### src/ssp_cfg.svh
// Register offsets, field positions, reset values and mode codes of the serial port.
// Assumes inclusion by bare name from the package and the design modules.
`ifndef SSP_CFG_SVH
`define SSP_CFG_SVH

// ==========================================
// Register byte offsets
`define SSP_OFF_CTRL 8'h14
`define SSP_OFF_STAT 8'h94
`define SSP_OFF_BUF 8'h18
`define SSP_OFF_ADDR 8'h1C

// ==========================================
// Control fields and reset values
`define SSP_BIT_WRITE_COLLISION_FLAG 7
`define SSP_BIT_OV 6
`define SSP_BIT_EN 5
`define SSP_BIT_CKP 4
`define SSP_CTRL_RST 8'h00
`define SSP_BYTE_RST 8'h00

// ==========================================
// Mode select codes
`define SSP_M_DIV4 4'h0
`define SSP_M_DIV16 4'h1
`define SSP_M_DIV64 4'h2
`define SSP_M_TMR 4'h3
`define SSP_M_SLV_SS 4'h4
`define SSP_M_SLV_NOSS 4'h5
`define SSP_M_I2C7 4'h6
`define SSP_M_I2C10 4'h7
`define SSP_M_I2CFW 4'hB
`define SSP_M_I2C7SP 4'hE
`define SSP_M_I2C10SP 4'hF

// ==========================================
// Serial clock half periods in system clocks, and the edge count of the last shift edge
`define SSP_HALF_DIV4 6'h02
`define SSP_HALF_DIV16 6'h08
`define SSP_HALF_DIV64 6'h20
`define SSP_LAST_EDGE 4'hF

`endif

### src/ssp_pkg.sv
// Types shared by the serial port modules.
// Assumes ssp_cfg.svh is on the include path.
`include "ssp_cfg.svh"
package ssp_pkg;
  typedef enum logic [1:0] {
    SSP_SH_IDLE = 2'b01,
    SSP_SH_RUN = 2'b10
  } ssp_shift_e;
  typedef logic [3:0] ssp_mode_t;
endpackage

### src/ssp_shift_if.sv
// Link between the register block and the byte shift engine.
// Assumes both ends run on the same system clock.
`timescale 1ns/10ps
interface ssp_shift_if;
  logic enable;
  logic master;
  logic clock_polarity;
  logic use_tmr;
  logic tmr_tick;
  logic [5:0] half;
  logic load;
  logic [7:0] load_data;
  logic abort;
  logic s_lead;
  logic s_trail;
  logic sdi;
  logic busy;
  logic done;
  logic [7:0] rx_data;
  logic sdo;
  logic sck;
  modport regs(output enable, master, clock_polarity, use_tmr, tmr_tick, half, load, load_data, abort, s_lead, s_trail,
               sdi, input busy, done, rx_data, sdo, sck);
  modport engine(input enable, master, clock_polarity, use_tmr, tmr_tick, half, load, load_data, abort, s_lead, s_trail,
                 sdi, output busy, done, rx_data, sdo, sck);
endinterface

### src/ssp_shifter.sv
// Eight-bit shift engine, MSB first, master clock generation or slave edges.
// Assumes slave edges arrive as one-cycle strobes already sorted by polarity.
`timescale 1ns/10ps
`include "ssp_cfg.svh"
module ssp_shifter (
  input wire logic clk,
  input wire logic rst_n,
  ssp_shift_if.engine sif
);
  ssp_pkg::ssp_shift_e state;
  logic [3:0] cnt;
  logic [5:0] div;
  logic [7:0] sh;
  logic smp;
  logic sck;
  logic done;
  logic tick;
  logic lead;
  logic trail;
  logic run;

  assign run = (state == ssp_pkg::SSP_SH_RUN);
  assign tick = sif.use_tmr ? sif.tmr_tick : (div == sif.half - 6'h01);
  assign lead = sif.master ? (run && tick && !cnt[0]) : sif.s_lead;
  assign trail = sif.master ? (run && tick && cnt[0]) : sif.s_trail;
  assign sif.busy = run;
  assign sif.done = done;
  assign sif.rx_data = sh;
  assign sif.sdo = sh[7];
  assign sif.sck = sck;

  // ==========================================
  // Master rate divider
  always_ff @(posedge clk) begin
    if (!rst_n || !run || !sif.master || tick) begin
      div <= 6'h00;
    end else begin
      div <= div + 6'h01;
    end
  end

  // ==========================================
  // Master clock: idles at polarity, toggles each half period
  always_ff @(posedge clk) begin
    if (!rst_n) begin
      sck <= 1'b0;
    end else if (!run || !sif.master) begin
      sck <= sif.clock_polarity;
    end else if (tick) begin
      sck <= ~sck;
    end
  end

  // ==========================================
  // Sequencing and shifting
  always_ff @(posedge clk) begin
    if (!rst_n) begin
      state <= ssp_pkg::SSP_SH_IDLE;
      cnt <= 4'h0;
      sh <= `SSP_BYTE_RST;
      smp <= 1'b0;
      done <= 1'b0;
    end else if (!sif.enable || sif.abort) begin
      state <= ssp_pkg::SSP_SH_IDLE;
      cnt <= 4'h0;
      done <= 1'b0;
    end else begin
      done <= 1'b0;
      case (state)
        ssp_pkg::SSP_SH_IDLE: begin
          if (sif.load) begin
            sh <= sif.load_data;
            if (sif.master) begin
              state <= ssp_pkg::SSP_SH_RUN;
            end
          end else if (!sif.master && lead) begin
            state <= ssp_pkg::SSP_SH_RUN;
            cnt <= 4'h1;
          end
        end
        ssp_pkg::SSP_SH_RUN: begin
          // Drive on the leading edge, sample on the trailing one
          if (lead) begin
            if (cnt != 4'h0) begin
              sh <= {sh[6:0], smp};
            end
            cnt <= cnt + 4'h1;
          end else if (trail) begin
            if (cnt == `SSP_LAST_EDGE) begin
              sh <= {sh[6:0], sif.sdi};
              cnt <= 4'h0;
              done <= 1'b1;
              state <= ssp_pkg::SSP_SH_IDLE;
            end else begin
              smp <= sif.sdi;
              cnt <= cnt + 4'h1;
            end
          end
        end
        default: begin
          state <= ssp_pkg::SSP_SH_IDLE;
        end
      endcase
    end
  end
endmodule

### src/ssp_top.sv
// Synchronous serial port: APB registers, data buffer, status flags, SPI engine and pin enables.
// Assumes all inputs are synchronous to I_MCLK and an external I2C byte engine reports events.
//
// The implementer's own choice: the APB interface to the registers.
`timescale 1ns/10ps
`include "ssp_cfg.svh"
module ssp_top (
  input wire logic I_MCLK,
  input wire logic I_NRST,
  input wire logic I_PSEL,
  input wire logic I_PENABLE,
  input wire logic I_PWRITE,
  input wire logic [7:0] I_PADDR,
  input wire logic [31:0] I_PWDATA,
  output logic [31:0] O_PRDATA,
  output logic O_PREADY,
  output logic O_PSLVERR,
  input wire logic I_TMR_TICK,
  input wire logic I_SCK,
  output logic O_SCK,
  output logic O_SCK_OE,
  input wire logic I_SDI,
  output logic O_SDO,
  output logic O_SDO_OE,
  input wire logic I_SS_N,
  input wire logic I_SCL,
  output logic O_SCL,
  output logic O_SCL_OE,
  input wire logic I_SDA,
  output logic O_SDA,
  output logic O_SDA_OE,
  input wire logic I_I2C_SDA_LOW,
  input wire logic I_I2C_BYTE_DONE,
  input wire logic [7:0] I_I2C_BYTE,
  input wire logic I_I2C_IS_DATA,
  input wire logic I_I2C_ADDR_MATCH,
  input wire logic I_I2C_RW,
  input wire logic I_I2C_UA_REQ,
  input wire logic I_I2C_TX_DONE,
  output logic [7:0] O_I2C_TX_DATA,
  output logic O_I2C_TX_LOAD,
  output logic [7:0] O_OWN_ADDR,
  output logic O_PORT_ENABLE
);
  ssp_shift_if sif();

  function automatic logic is_spi(input ssp_pkg::ssp_mode_t m);
    is_spi = (m <= `SSP_M_SLV_NOSS);
  endfunction

  function automatic logic is_tenbit(input ssp_pkg::ssp_mode_t m);
    is_tenbit = (m == `SSP_M_I2C10) || (m == `SSP_M_I2C10SP);
  endfunction

  ssp_pkg::ssp_mode_t mode;
  logic port_en;
  logic clock_polarity;
  logic write_collision_flag;
  logic ov;
  logic [7:0] data_buf;
  logic bf;
  logic tx_pend;
  logic flag_da;
  logic flag_p;
  logic flag_s;
  logic flag_rw;
  logic flag_ua;
  logic sck_prev;
  logic scl_prev;
  logic sda_prev;
  logic fire;
  logic ctrl_wr;
  logic buf_wr;
  logic buf_rd;
  logic spi;
  logic i2c;
  logic master;
  logic ss_off;
  logic spi_done;
  logic spi_ovf;
  logic i2c_rx;
  logic i2c_ovf;
  logic collide;
  logic start_det;
  logic stop_det;
  logic [7:0] status;
  logic [7:0] ctrl;
  logic [31:0] next_prdata;
  logic next_err;

  // ==========================================
  // Decode
  assign spi = is_spi(mode);
  assign i2c = !spi;
  assign master = spi && (mode <= `SSP_M_TMR);
  assign ss_off = (mode == `SSP_M_SLV_SS) && I_SS_N;
  assign fire = I_PSEL && I_PENABLE && O_PREADY;
  assign ctrl_wr = fire && I_PWRITE && (I_PADDR == `SSP_OFF_CTRL);
  assign buf_wr = fire && I_PWRITE && (I_PADDR == `SSP_OFF_BUF);
  assign buf_rd = fire && !I_PWRITE && (I_PADDR == `SSP_OFF_BUF);
  assign spi_done = spi && sif.done;
  assign spi_ovf = spi_done && bf && !master;
  assign i2c_rx = i2c && port_en && I_I2C_BYTE_DONE && !tx_pend;
  assign i2c_ovf = i2c_rx && bf;
  assign collide = buf_wr && (spi ? sif.busy : tx_pend);
  assign start_det = I_SCL && scl_prev && sda_prev && !I_SDA;
  assign stop_det = I_SCL && scl_prev && !sda_prev && I_SDA;
  assign status = {2'b00, flag_da, flag_p, flag_s, flag_rw, flag_ua, bf};
  assign ctrl = {write_collision_flag, ov, port_en, clock_polarity, mode};

  // ==========================================
  // Shift engine
  assign sif.enable = port_en && spi;
  assign sif.master = master;
  assign sif.clock_polarity = clock_polarity;
  assign sif.use_tmr = (mode == `SSP_M_TMR);
  assign sif.tmr_tick = I_TMR_TICK;
  assign sif.half = (mode == `SSP_M_DIV4) ? `SSP_HALF_DIV4 :
                    (mode == `SSP_M_DIV16) ? `SSP_HALF_DIV16 : `SSP_HALF_DIV64;
  assign sif.load = buf_wr && !sif.busy && spi && port_en;
  assign sif.load_data = I_PWDATA[7:0];
  assign sif.abort = ss_off;
  assign sif.s_lead = clock_polarity ? (sck_prev && !I_SCK) : (!sck_prev && I_SCK);
  assign sif.s_trail = clock_polarity ? (!sck_prev && I_SCK) : (sck_prev && !I_SCK);
  assign sif.sdi = I_SDI;
  assign O_SCK = sif.sck;
  assign O_SDO = sif.sdo;
  assign O_SCL = 1'b0;
  assign O_SDA = 1'b0;
  assign O_PORT_ENABLE = port_en;

  ssp_shifter u_shifter (
    .clk(I_MCLK),
    .rst_n(I_NRST),
    .sif(sif)
  );

  // ==========================================
  // APB answer: ready in the first access cycle
  always_comb begin
    next_prdata = 32'h0000_0000;
    next_err = 1'b0;
    if (I_PADDR == `SSP_OFF_CTRL) begin
      next_prdata[7:0] = ctrl;
    end else if (I_PADDR == `SSP_OFF_STAT) begin
      next_prdata[7:0] = status;
    end else if (I_PADDR == `SSP_OFF_BUF) begin
      next_prdata[7:0] = data_buf;
    end else if (I_PADDR == `SSP_OFF_ADDR) begin
      next_prdata[7:0] = O_OWN_ADDR;
    end else begin
      next_err = 1'b1;
    end
  end

  always_ff @(posedge I_MCLK) begin
    if (!I_NRST) begin
      O_PREADY <= 1'b0;
      O_PSLVERR <= 1'b0;
      O_PRDATA <= 32'h0000_0000;
    end else begin
      O_PREADY <= I_PSEL && !I_PENABLE;
      O_PSLVERR <= I_PSEL && !I_PENABLE && next_err;
      if (I_PSEL && !I_PENABLE && !I_PWRITE) begin
        O_PRDATA <= next_prdata;
      end
    end
  end

  // ==========================================
  // Control register; status offset takes writes silently
  always_ff @(posedge I_MCLK) begin
    if (!I_NRST) begin
      port_en <= 1'b0;
      clock_polarity <= 1'b0;
      mode <= `SSP_M_DIV4;
      O_OWN_ADDR <= `SSP_BYTE_RST;
    end else begin
      if (ctrl_wr) begin
        port_en <= I_PWDATA[`SSP_BIT_EN];
        clock_polarity <= I_PWDATA[`SSP_BIT_CKP];
        mode <= I_PWDATA[3:0];
      end
      if (fire && I_PWRITE && (I_PADDR == `SSP_OFF_ADDR)) begin
        O_OWN_ADDR <= I_PWDATA[7:0];
      end
    end
  end

  // ==========================================
  // Sticky error flags: hardware set wins over software write
  always_ff @(posedge I_MCLK) begin
    if (!I_NRST) begin
      write_collision_flag <= 1'b0;
      ov <= 1'b0;
    end else begin
      if (collide) begin
        write_collision_flag <= 1'b1;
      end else if (ctrl_wr) begin
        write_collision_flag <= I_PWDATA[`SSP_BIT_WRITE_COLLISION_FLAG];
      end
      if (spi_ovf || i2c_ovf) begin
        ov <= 1'b1;
      end else if (ctrl_wr) begin
        ov <= I_PWDATA[`SSP_BIT_OV];
      end
    end
  end

  // ==========================================
  // Data buffer and buffer-full
  always_ff @(posedge I_MCLK) begin
    if (!I_NRST) begin
      data_buf <= `SSP_BYTE_RST;
      bf <= 1'b0;
      tx_pend <= 1'b0;
      O_I2C_TX_DATA <= `SSP_BYTE_RST;
      O_I2C_TX_LOAD <= 1'b0;
    end else begin
      O_I2C_TX_LOAD <= 1'b0;
      if (sif.load) begin
        data_buf <= I_PWDATA[7:0];
      end
      if (spi_done && !spi_ovf) begin
        data_buf <= sif.rx_data;
        bf <= 1'b1;
      end else if (i2c_rx && !i2c_ovf) begin
        data_buf <= I_I2C_BYTE;
        bf <= 1'b1;
      end else if (i2c && port_en && buf_wr && !tx_pend) begin
        data_buf <= I_PWDATA[7:0];
        O_I2C_TX_DATA <= I_PWDATA[7:0];
        O_I2C_TX_LOAD <= 1'b1;
        tx_pend <= 1'b1;
        bf <= 1'b1;
      end else if (tx_pend && (I_I2C_TX_DONE || !port_en)) begin
        tx_pend <= 1'b0;
        bf <= 1'b0;
      end else if (buf_rd) begin
        bf <= 1'b0;
      end
    end
  end

  // ==========================================
  // I2C start and stop from the bus lines
  always_ff @(posedge I_MCLK) begin
    if (!I_NRST) begin
      scl_prev <= 1'b1;
      sda_prev <= 1'b1;
      sck_prev <= 1'b0;
      flag_s <= 1'b0;
      flag_p <= 1'b0;
    end else begin
      scl_prev <= I_SCL;
      sda_prev <= I_SDA;
      sck_prev <= I_SCK;
      if (!port_en || !i2c) begin
        flag_s <= 1'b0;
        flag_p <= 1'b0;
      end else if (start_det) begin
        flag_s <= 1'b1;
        flag_p <= 1'b0;
      end else if (stop_det) begin
        flag_p <= 1'b1;
        flag_s <= 1'b0;
      end
    end
  end

  // ==========================================
  // I2C byte status
  always_ff @(posedge I_MCLK) begin
    if (!I_NRST) begin
      flag_da <= 1'b0;
      flag_rw <= 1'b0;
      flag_ua <= 1'b0;
    end else if (!i2c || !port_en) begin
      flag_ua <= 1'b0;
    end else begin
      if (I_I2C_BYTE_DONE) begin
        flag_da <= I_I2C_IS_DATA;
      end
      if (I_I2C_ADDR_MATCH) begin
        flag_rw <= I_I2C_RW;
      end
      if (I_I2C_UA_REQ && is_tenbit(mode)) begin
        flag_ua <= 1'b1;
      end else if (!is_tenbit(mode) || (fire && I_PWRITE && (I_PADDR == `SSP_OFF_ADDR))) begin
        flag_ua <= 1'b0;
      end
    end
  end

  // ==========================================
  // Pin ownership
  always_ff @(posedge I_MCLK) begin
    if (!I_NRST) begin
      O_SCK_OE <= 1'b0;
      O_SDO_OE <= 1'b0;
      O_SCL_OE <= 1'b0;
      O_SDA_OE <= 1'b0;
    end else begin
      O_SCK_OE <= port_en && master;
      O_SDO_OE <= port_en && spi && !ss_off;
      O_SCL_OE <= port_en && i2c && !clock_polarity;
      O_SDA_OE <= port_en && i2c && I_I2C_SDA_LOW;
    end
  end
endmodule

### config.mk
export PLATFORM = sky130hd
export DESIGN_NAME = ssp_top
export DESIGN_NICKNAME = d
export VERILOG_FILES = /design/src/ssp_pkg.sv /design/src/ssp_shift_if.sv /design/src/ssp_shifter.sv /design/src/ssp_top.sv
export VERILOG_INCLUDE_DIRS = /design/src /design/src/src
export SDC_FILE = /design/constraint.sdc
export NUM_CORES = 1
export LEC_CHECK = 0
export BUFFER_PORTS_ARGS = -buffer_cell sky130_fd_sc_hd__buf_2
export CAP_MARGIN = 15
export CORE_UTILIZATION = 40
export CTS_BUF_LIST = sky130_fd_sc_hd__clkbuf_8
export DETAILED_ROUTE_END_ITERATION = 7
export PLACE_DENSITY = 0.69
export SYNTH_ARGS = -nofsm -noshare
export SYNTH_HDL_FRONTEND = slang
export SYNTH_HIERARCHICAL = 1
export SYNTH_SLANG_ARGS = --single-unit
### constraint.sdc
create_clock -name I_MCLK -period 2.87 [get_ports I_MCLK]
set_clock_uncertainty 0.2 [all_clocks]
set_input_delay 0.1435 -clock I_MCLK [delete_from_list [all_inputs] [get_ports I_MCLK]]
set_output_delay 0.1435 -clock I_MCLK [all_outputs]
set_load 0.01 [all_outputs]
==> key figures <==
Clock network
  – Clk buf depth: 2
  – Clk pin slew, worst setup/hold paths: 80 ps
  – Cts bufs inserted: 9
  – Clk Latency, worst-skew pair: 370 ps
  – CTS tree: built
  – Root Driver: clkbuf_8
  – Clk sink count: 80
  – H-tree levels: 3

Global route
  – Antenna violations before repair: 0
  – Gr usage total: 21.5%
  – First-pass GRT wire length: 19.0 mm
  – Vias in the first global route: 3910
  – Global route overflow: 0
  – Pin count of the biggest net entering global routing: 37

STA
  – Final Max Slew Viols: 0
  – Post-route setup slack: -22.8 ps
  – Hold_ws: 31.1 ps
  – Fmax: 346 MHz
  – Max-slew headroom: 56.1%
  – Final Setup Violations: 4
  – Worst slew pin tran: 649 ps
  – RSZ-0062 raised after global routing: yes
  – Post-route minimum period: 2890 ps
  – Hold Vio Cnt, Final: 0
  – Final worst-path cycle share: 101%

Routing
  – DR pass1 iterations: 7
  – Vias per inst: 5.25
  – Post-DR wirelength/cell: 15.5 um
  – Antenna viol nets, final: 0
  – DRC violations left: 0
  – Initial DRC count: 250
  – Final wirelength: 12.1 mm
  – Via count: 4098

Layout
  – Commonest non-fill, non-tap cell in the layout: dfxtp_1
  – Most frequent cells in the layout: dfxtp_1 (79), buf_2 (75), nand2_1 (48), nor2_1 (45), buf_4 (38)
  – Share of post-route cells with drive strength above 1: 30.0%
  – Nets: 711
  – P&R area growth vs syn: 31.8%
  – Antenna diodes: 0

Floorplan
  – Floorplan Core Area: 0.0105 sq mm
  – Initial Utilization: 41.6%
  – Ports: 126
  – # rows: 37
  – Die height: 106 um
  – Die X: 106 um
  – Die area: 0.0113 sq mm

Setup path
  – WP data required: 2930 ps
  – Critical path class: input pin to flop
  – Crit path DAT: 2950 ps
  – Setup crit end kind: flop
  – Crit Path Max Fanout: 8
  – Reg2Reg Depth: 13
  – Crit start category: input pin

Logic synthesis
  – Seq/Total Area, Yosys: 36.8%
  – Synth area leaders: dfxtp_1 (37%), mux2i_1 (8.0%), buf_4 (4.8%), nand2_1 (4.7%), mux2_2 (4.7%)
  – Post-synthesis instance total: 500
  – Yosys cell types: 63
  – Post-synth ARST share: 0%
  – Flops & latches, synth: 80
  – Yosys warnings: 6
  – Syn Area/Cell: 8.71 sq um
  – Post-synth top area share: 36.8%
  – Main synth FF type: dfxtp_1
  – Largest area contributor in the netlist: dfxtp_1
  – Cell Area, Synth: 0.00436 sq mm
  – Post-synth EDFFs: 0

Power
  – LEAKAGE: 2.62 nW
  – Maximum vdd drop: 0.232 mV
  – Clock power frac: 40.8%
  – P_int: 1.63 mW
  – Comb pwr share: 8.4%
  – Total power: 2.19 mW
  – Pwr dens: 381 mW/mm^2
  – Sequential Power Share: 50.8%
  – Switching part of the total: 25.6%
  – Sw Pwr: 0.560 mW

Status
  – Failing checks: negative setup slack
  – Outcome: complete, but fails checks

Placed design
  – Hpwl dp: 8.48 mm
  – GPL Wtd Cong: 0.853
  – PortBufs: 75

Flow run
  – Max-Cap Viols: 0

Worst hold path
  – Hold Path Stages: 4
  – Hold Path Class: input pin to flop
[critical path: stages]
cell	delay, ps
dlygate4sd3_1	520
buf_2	130
nand3_1	110
or4_4	550
nor2_4	140
nor2b_2	50
or4bb_1	530
a211oi_4	350
clkbuf_16	240
nand2_2	50
o211a_1	120
[layer usage]
| metal | global-route usage (%) | share of wire (%) | up-vias |
|---|---|---|---|
| li1 | - | - | 1984 |
| met1 | 27.0 | 45 | 1954 |
| met2 | 36.1 | 48 | 140 |
| met3 | 3.13 | 4.9 | 20 |
| met4 | 9.72 | 2.2 | 0 |
| met5 | 0 | 0 | - |
[state kept, by name, indices dropped and copies added (netlist names), 2 cells and up]
signal,flops
O_OWN_ADDR,8
u_shifter/sif.rx_data,8
u_shifter/cnt,4
u_shifter/div,6
data_buf,8
O_I2C_TX_DATA,8
O_PRDATA,8
mode,4
u_shifter/state,2
[logic make-up after synthesis]
kind of cell / synth area share [%]
other: 0.0861
adder cells (fa/ha/maj): 1.72
multiplexers: 13.0
XOR/XNOR: 2.21
flip-flops: 36.8
buffers and inverters: 8.47
AO/OA/AOI/OAI: 17.6
AND/OR/NAND/NOR: 20.2
[area by class of cell]
cell class,count,area [sq um]
Clock inverter,6,75.1
Clock buffer,10,138
Fill cell,961,4720
Tap cell,136,170
Inverter,18,67.6
Timing Repair Buffer,144,1000
Sequential cell,80,1610
Multi-Input combinational cell,386,2690
[what timing repair did]
action | 4_1_cts | 5_1_grt
pin swaps | 3 | 14
endpoints found under the hold margin | 42 | 0
setup buffers | 0 | 6
hold buffers | 25 | 0
gates resized for setup | 3 | 38
gates cloned | 0 | 1
endpoints found under the setup margin | 11 | 15
[Yosys cell counts (7+ instances only)]
| library cell | instances |
|---|---|
| dfxtp_1 | 80 |
| nand2_1 | 55 |
| nor2_1 | 49 |
| mux2i_1 | 35 |
| buf_4 | 28 |
| a21oi_1 | 23 |
| mux2_2 | 18 |
| inv_1 | 17 |
| clkbuf_1 | 16 |
| nand3_1 | 16 |
| a22oi_1 | 14 |
| o21ai_0 | 13 |
| nand2b_1 | 11 |
| o211a_1 | 8 |
| o22ai_1 | 8 |
| nor3_1 | 7 |
| xor2_1 | 7 |
[worst paths after layout]
check | slack, ps | from | end
max reg2reg | -20 | mode[3] | u_shifter/cnt[0]
min | 30 | I_I2C_BYTE[3] | data_buf[3]
min reg2reg | 270 | u_shifter/smp | u_shifter/smp
max | -20 | I_PENABLE | u_shifter/sif.rx_data[4]
[power by group through the flow]
stage | Sequential, mW | Combinational, mW | Clock, mW
after global routing | 1.11 | 0.199 | 0.955
after detailed placement | 1.14 | 0.146 | 0
after global placement | 1.14 | 0.143 | 0
after CTS | 1.11 | 0.171 | 0.914
after floorplan | 1.14 | 0.102 | 0
final | 1.11 | 0.183 | 0.893
[metrics by stage]
| step | instances | setup TNS [ps] | util (%) | setup slack, ps | instance area, sq um |
|---|---|---|---|---|---|
| after floorplan | 535 | -51.7 | - | -17.2 | 4510 |
| after global placement | 732 | -448 | 48.2 | -57.6 | 5040 |
| after detailed placement | 732 | -856 | 48.2 | -104 | 5040 |
| after CTS | 773 | 0 | 52.8 | 3.14 | 5520 |
| after global routing | 780 | -1690 | 54.9 | -146 | 5740 |
| final | 780 | -60.8 | 54.9 | -22.8 | 5740 |
Power figures use the tool's default switching activity.
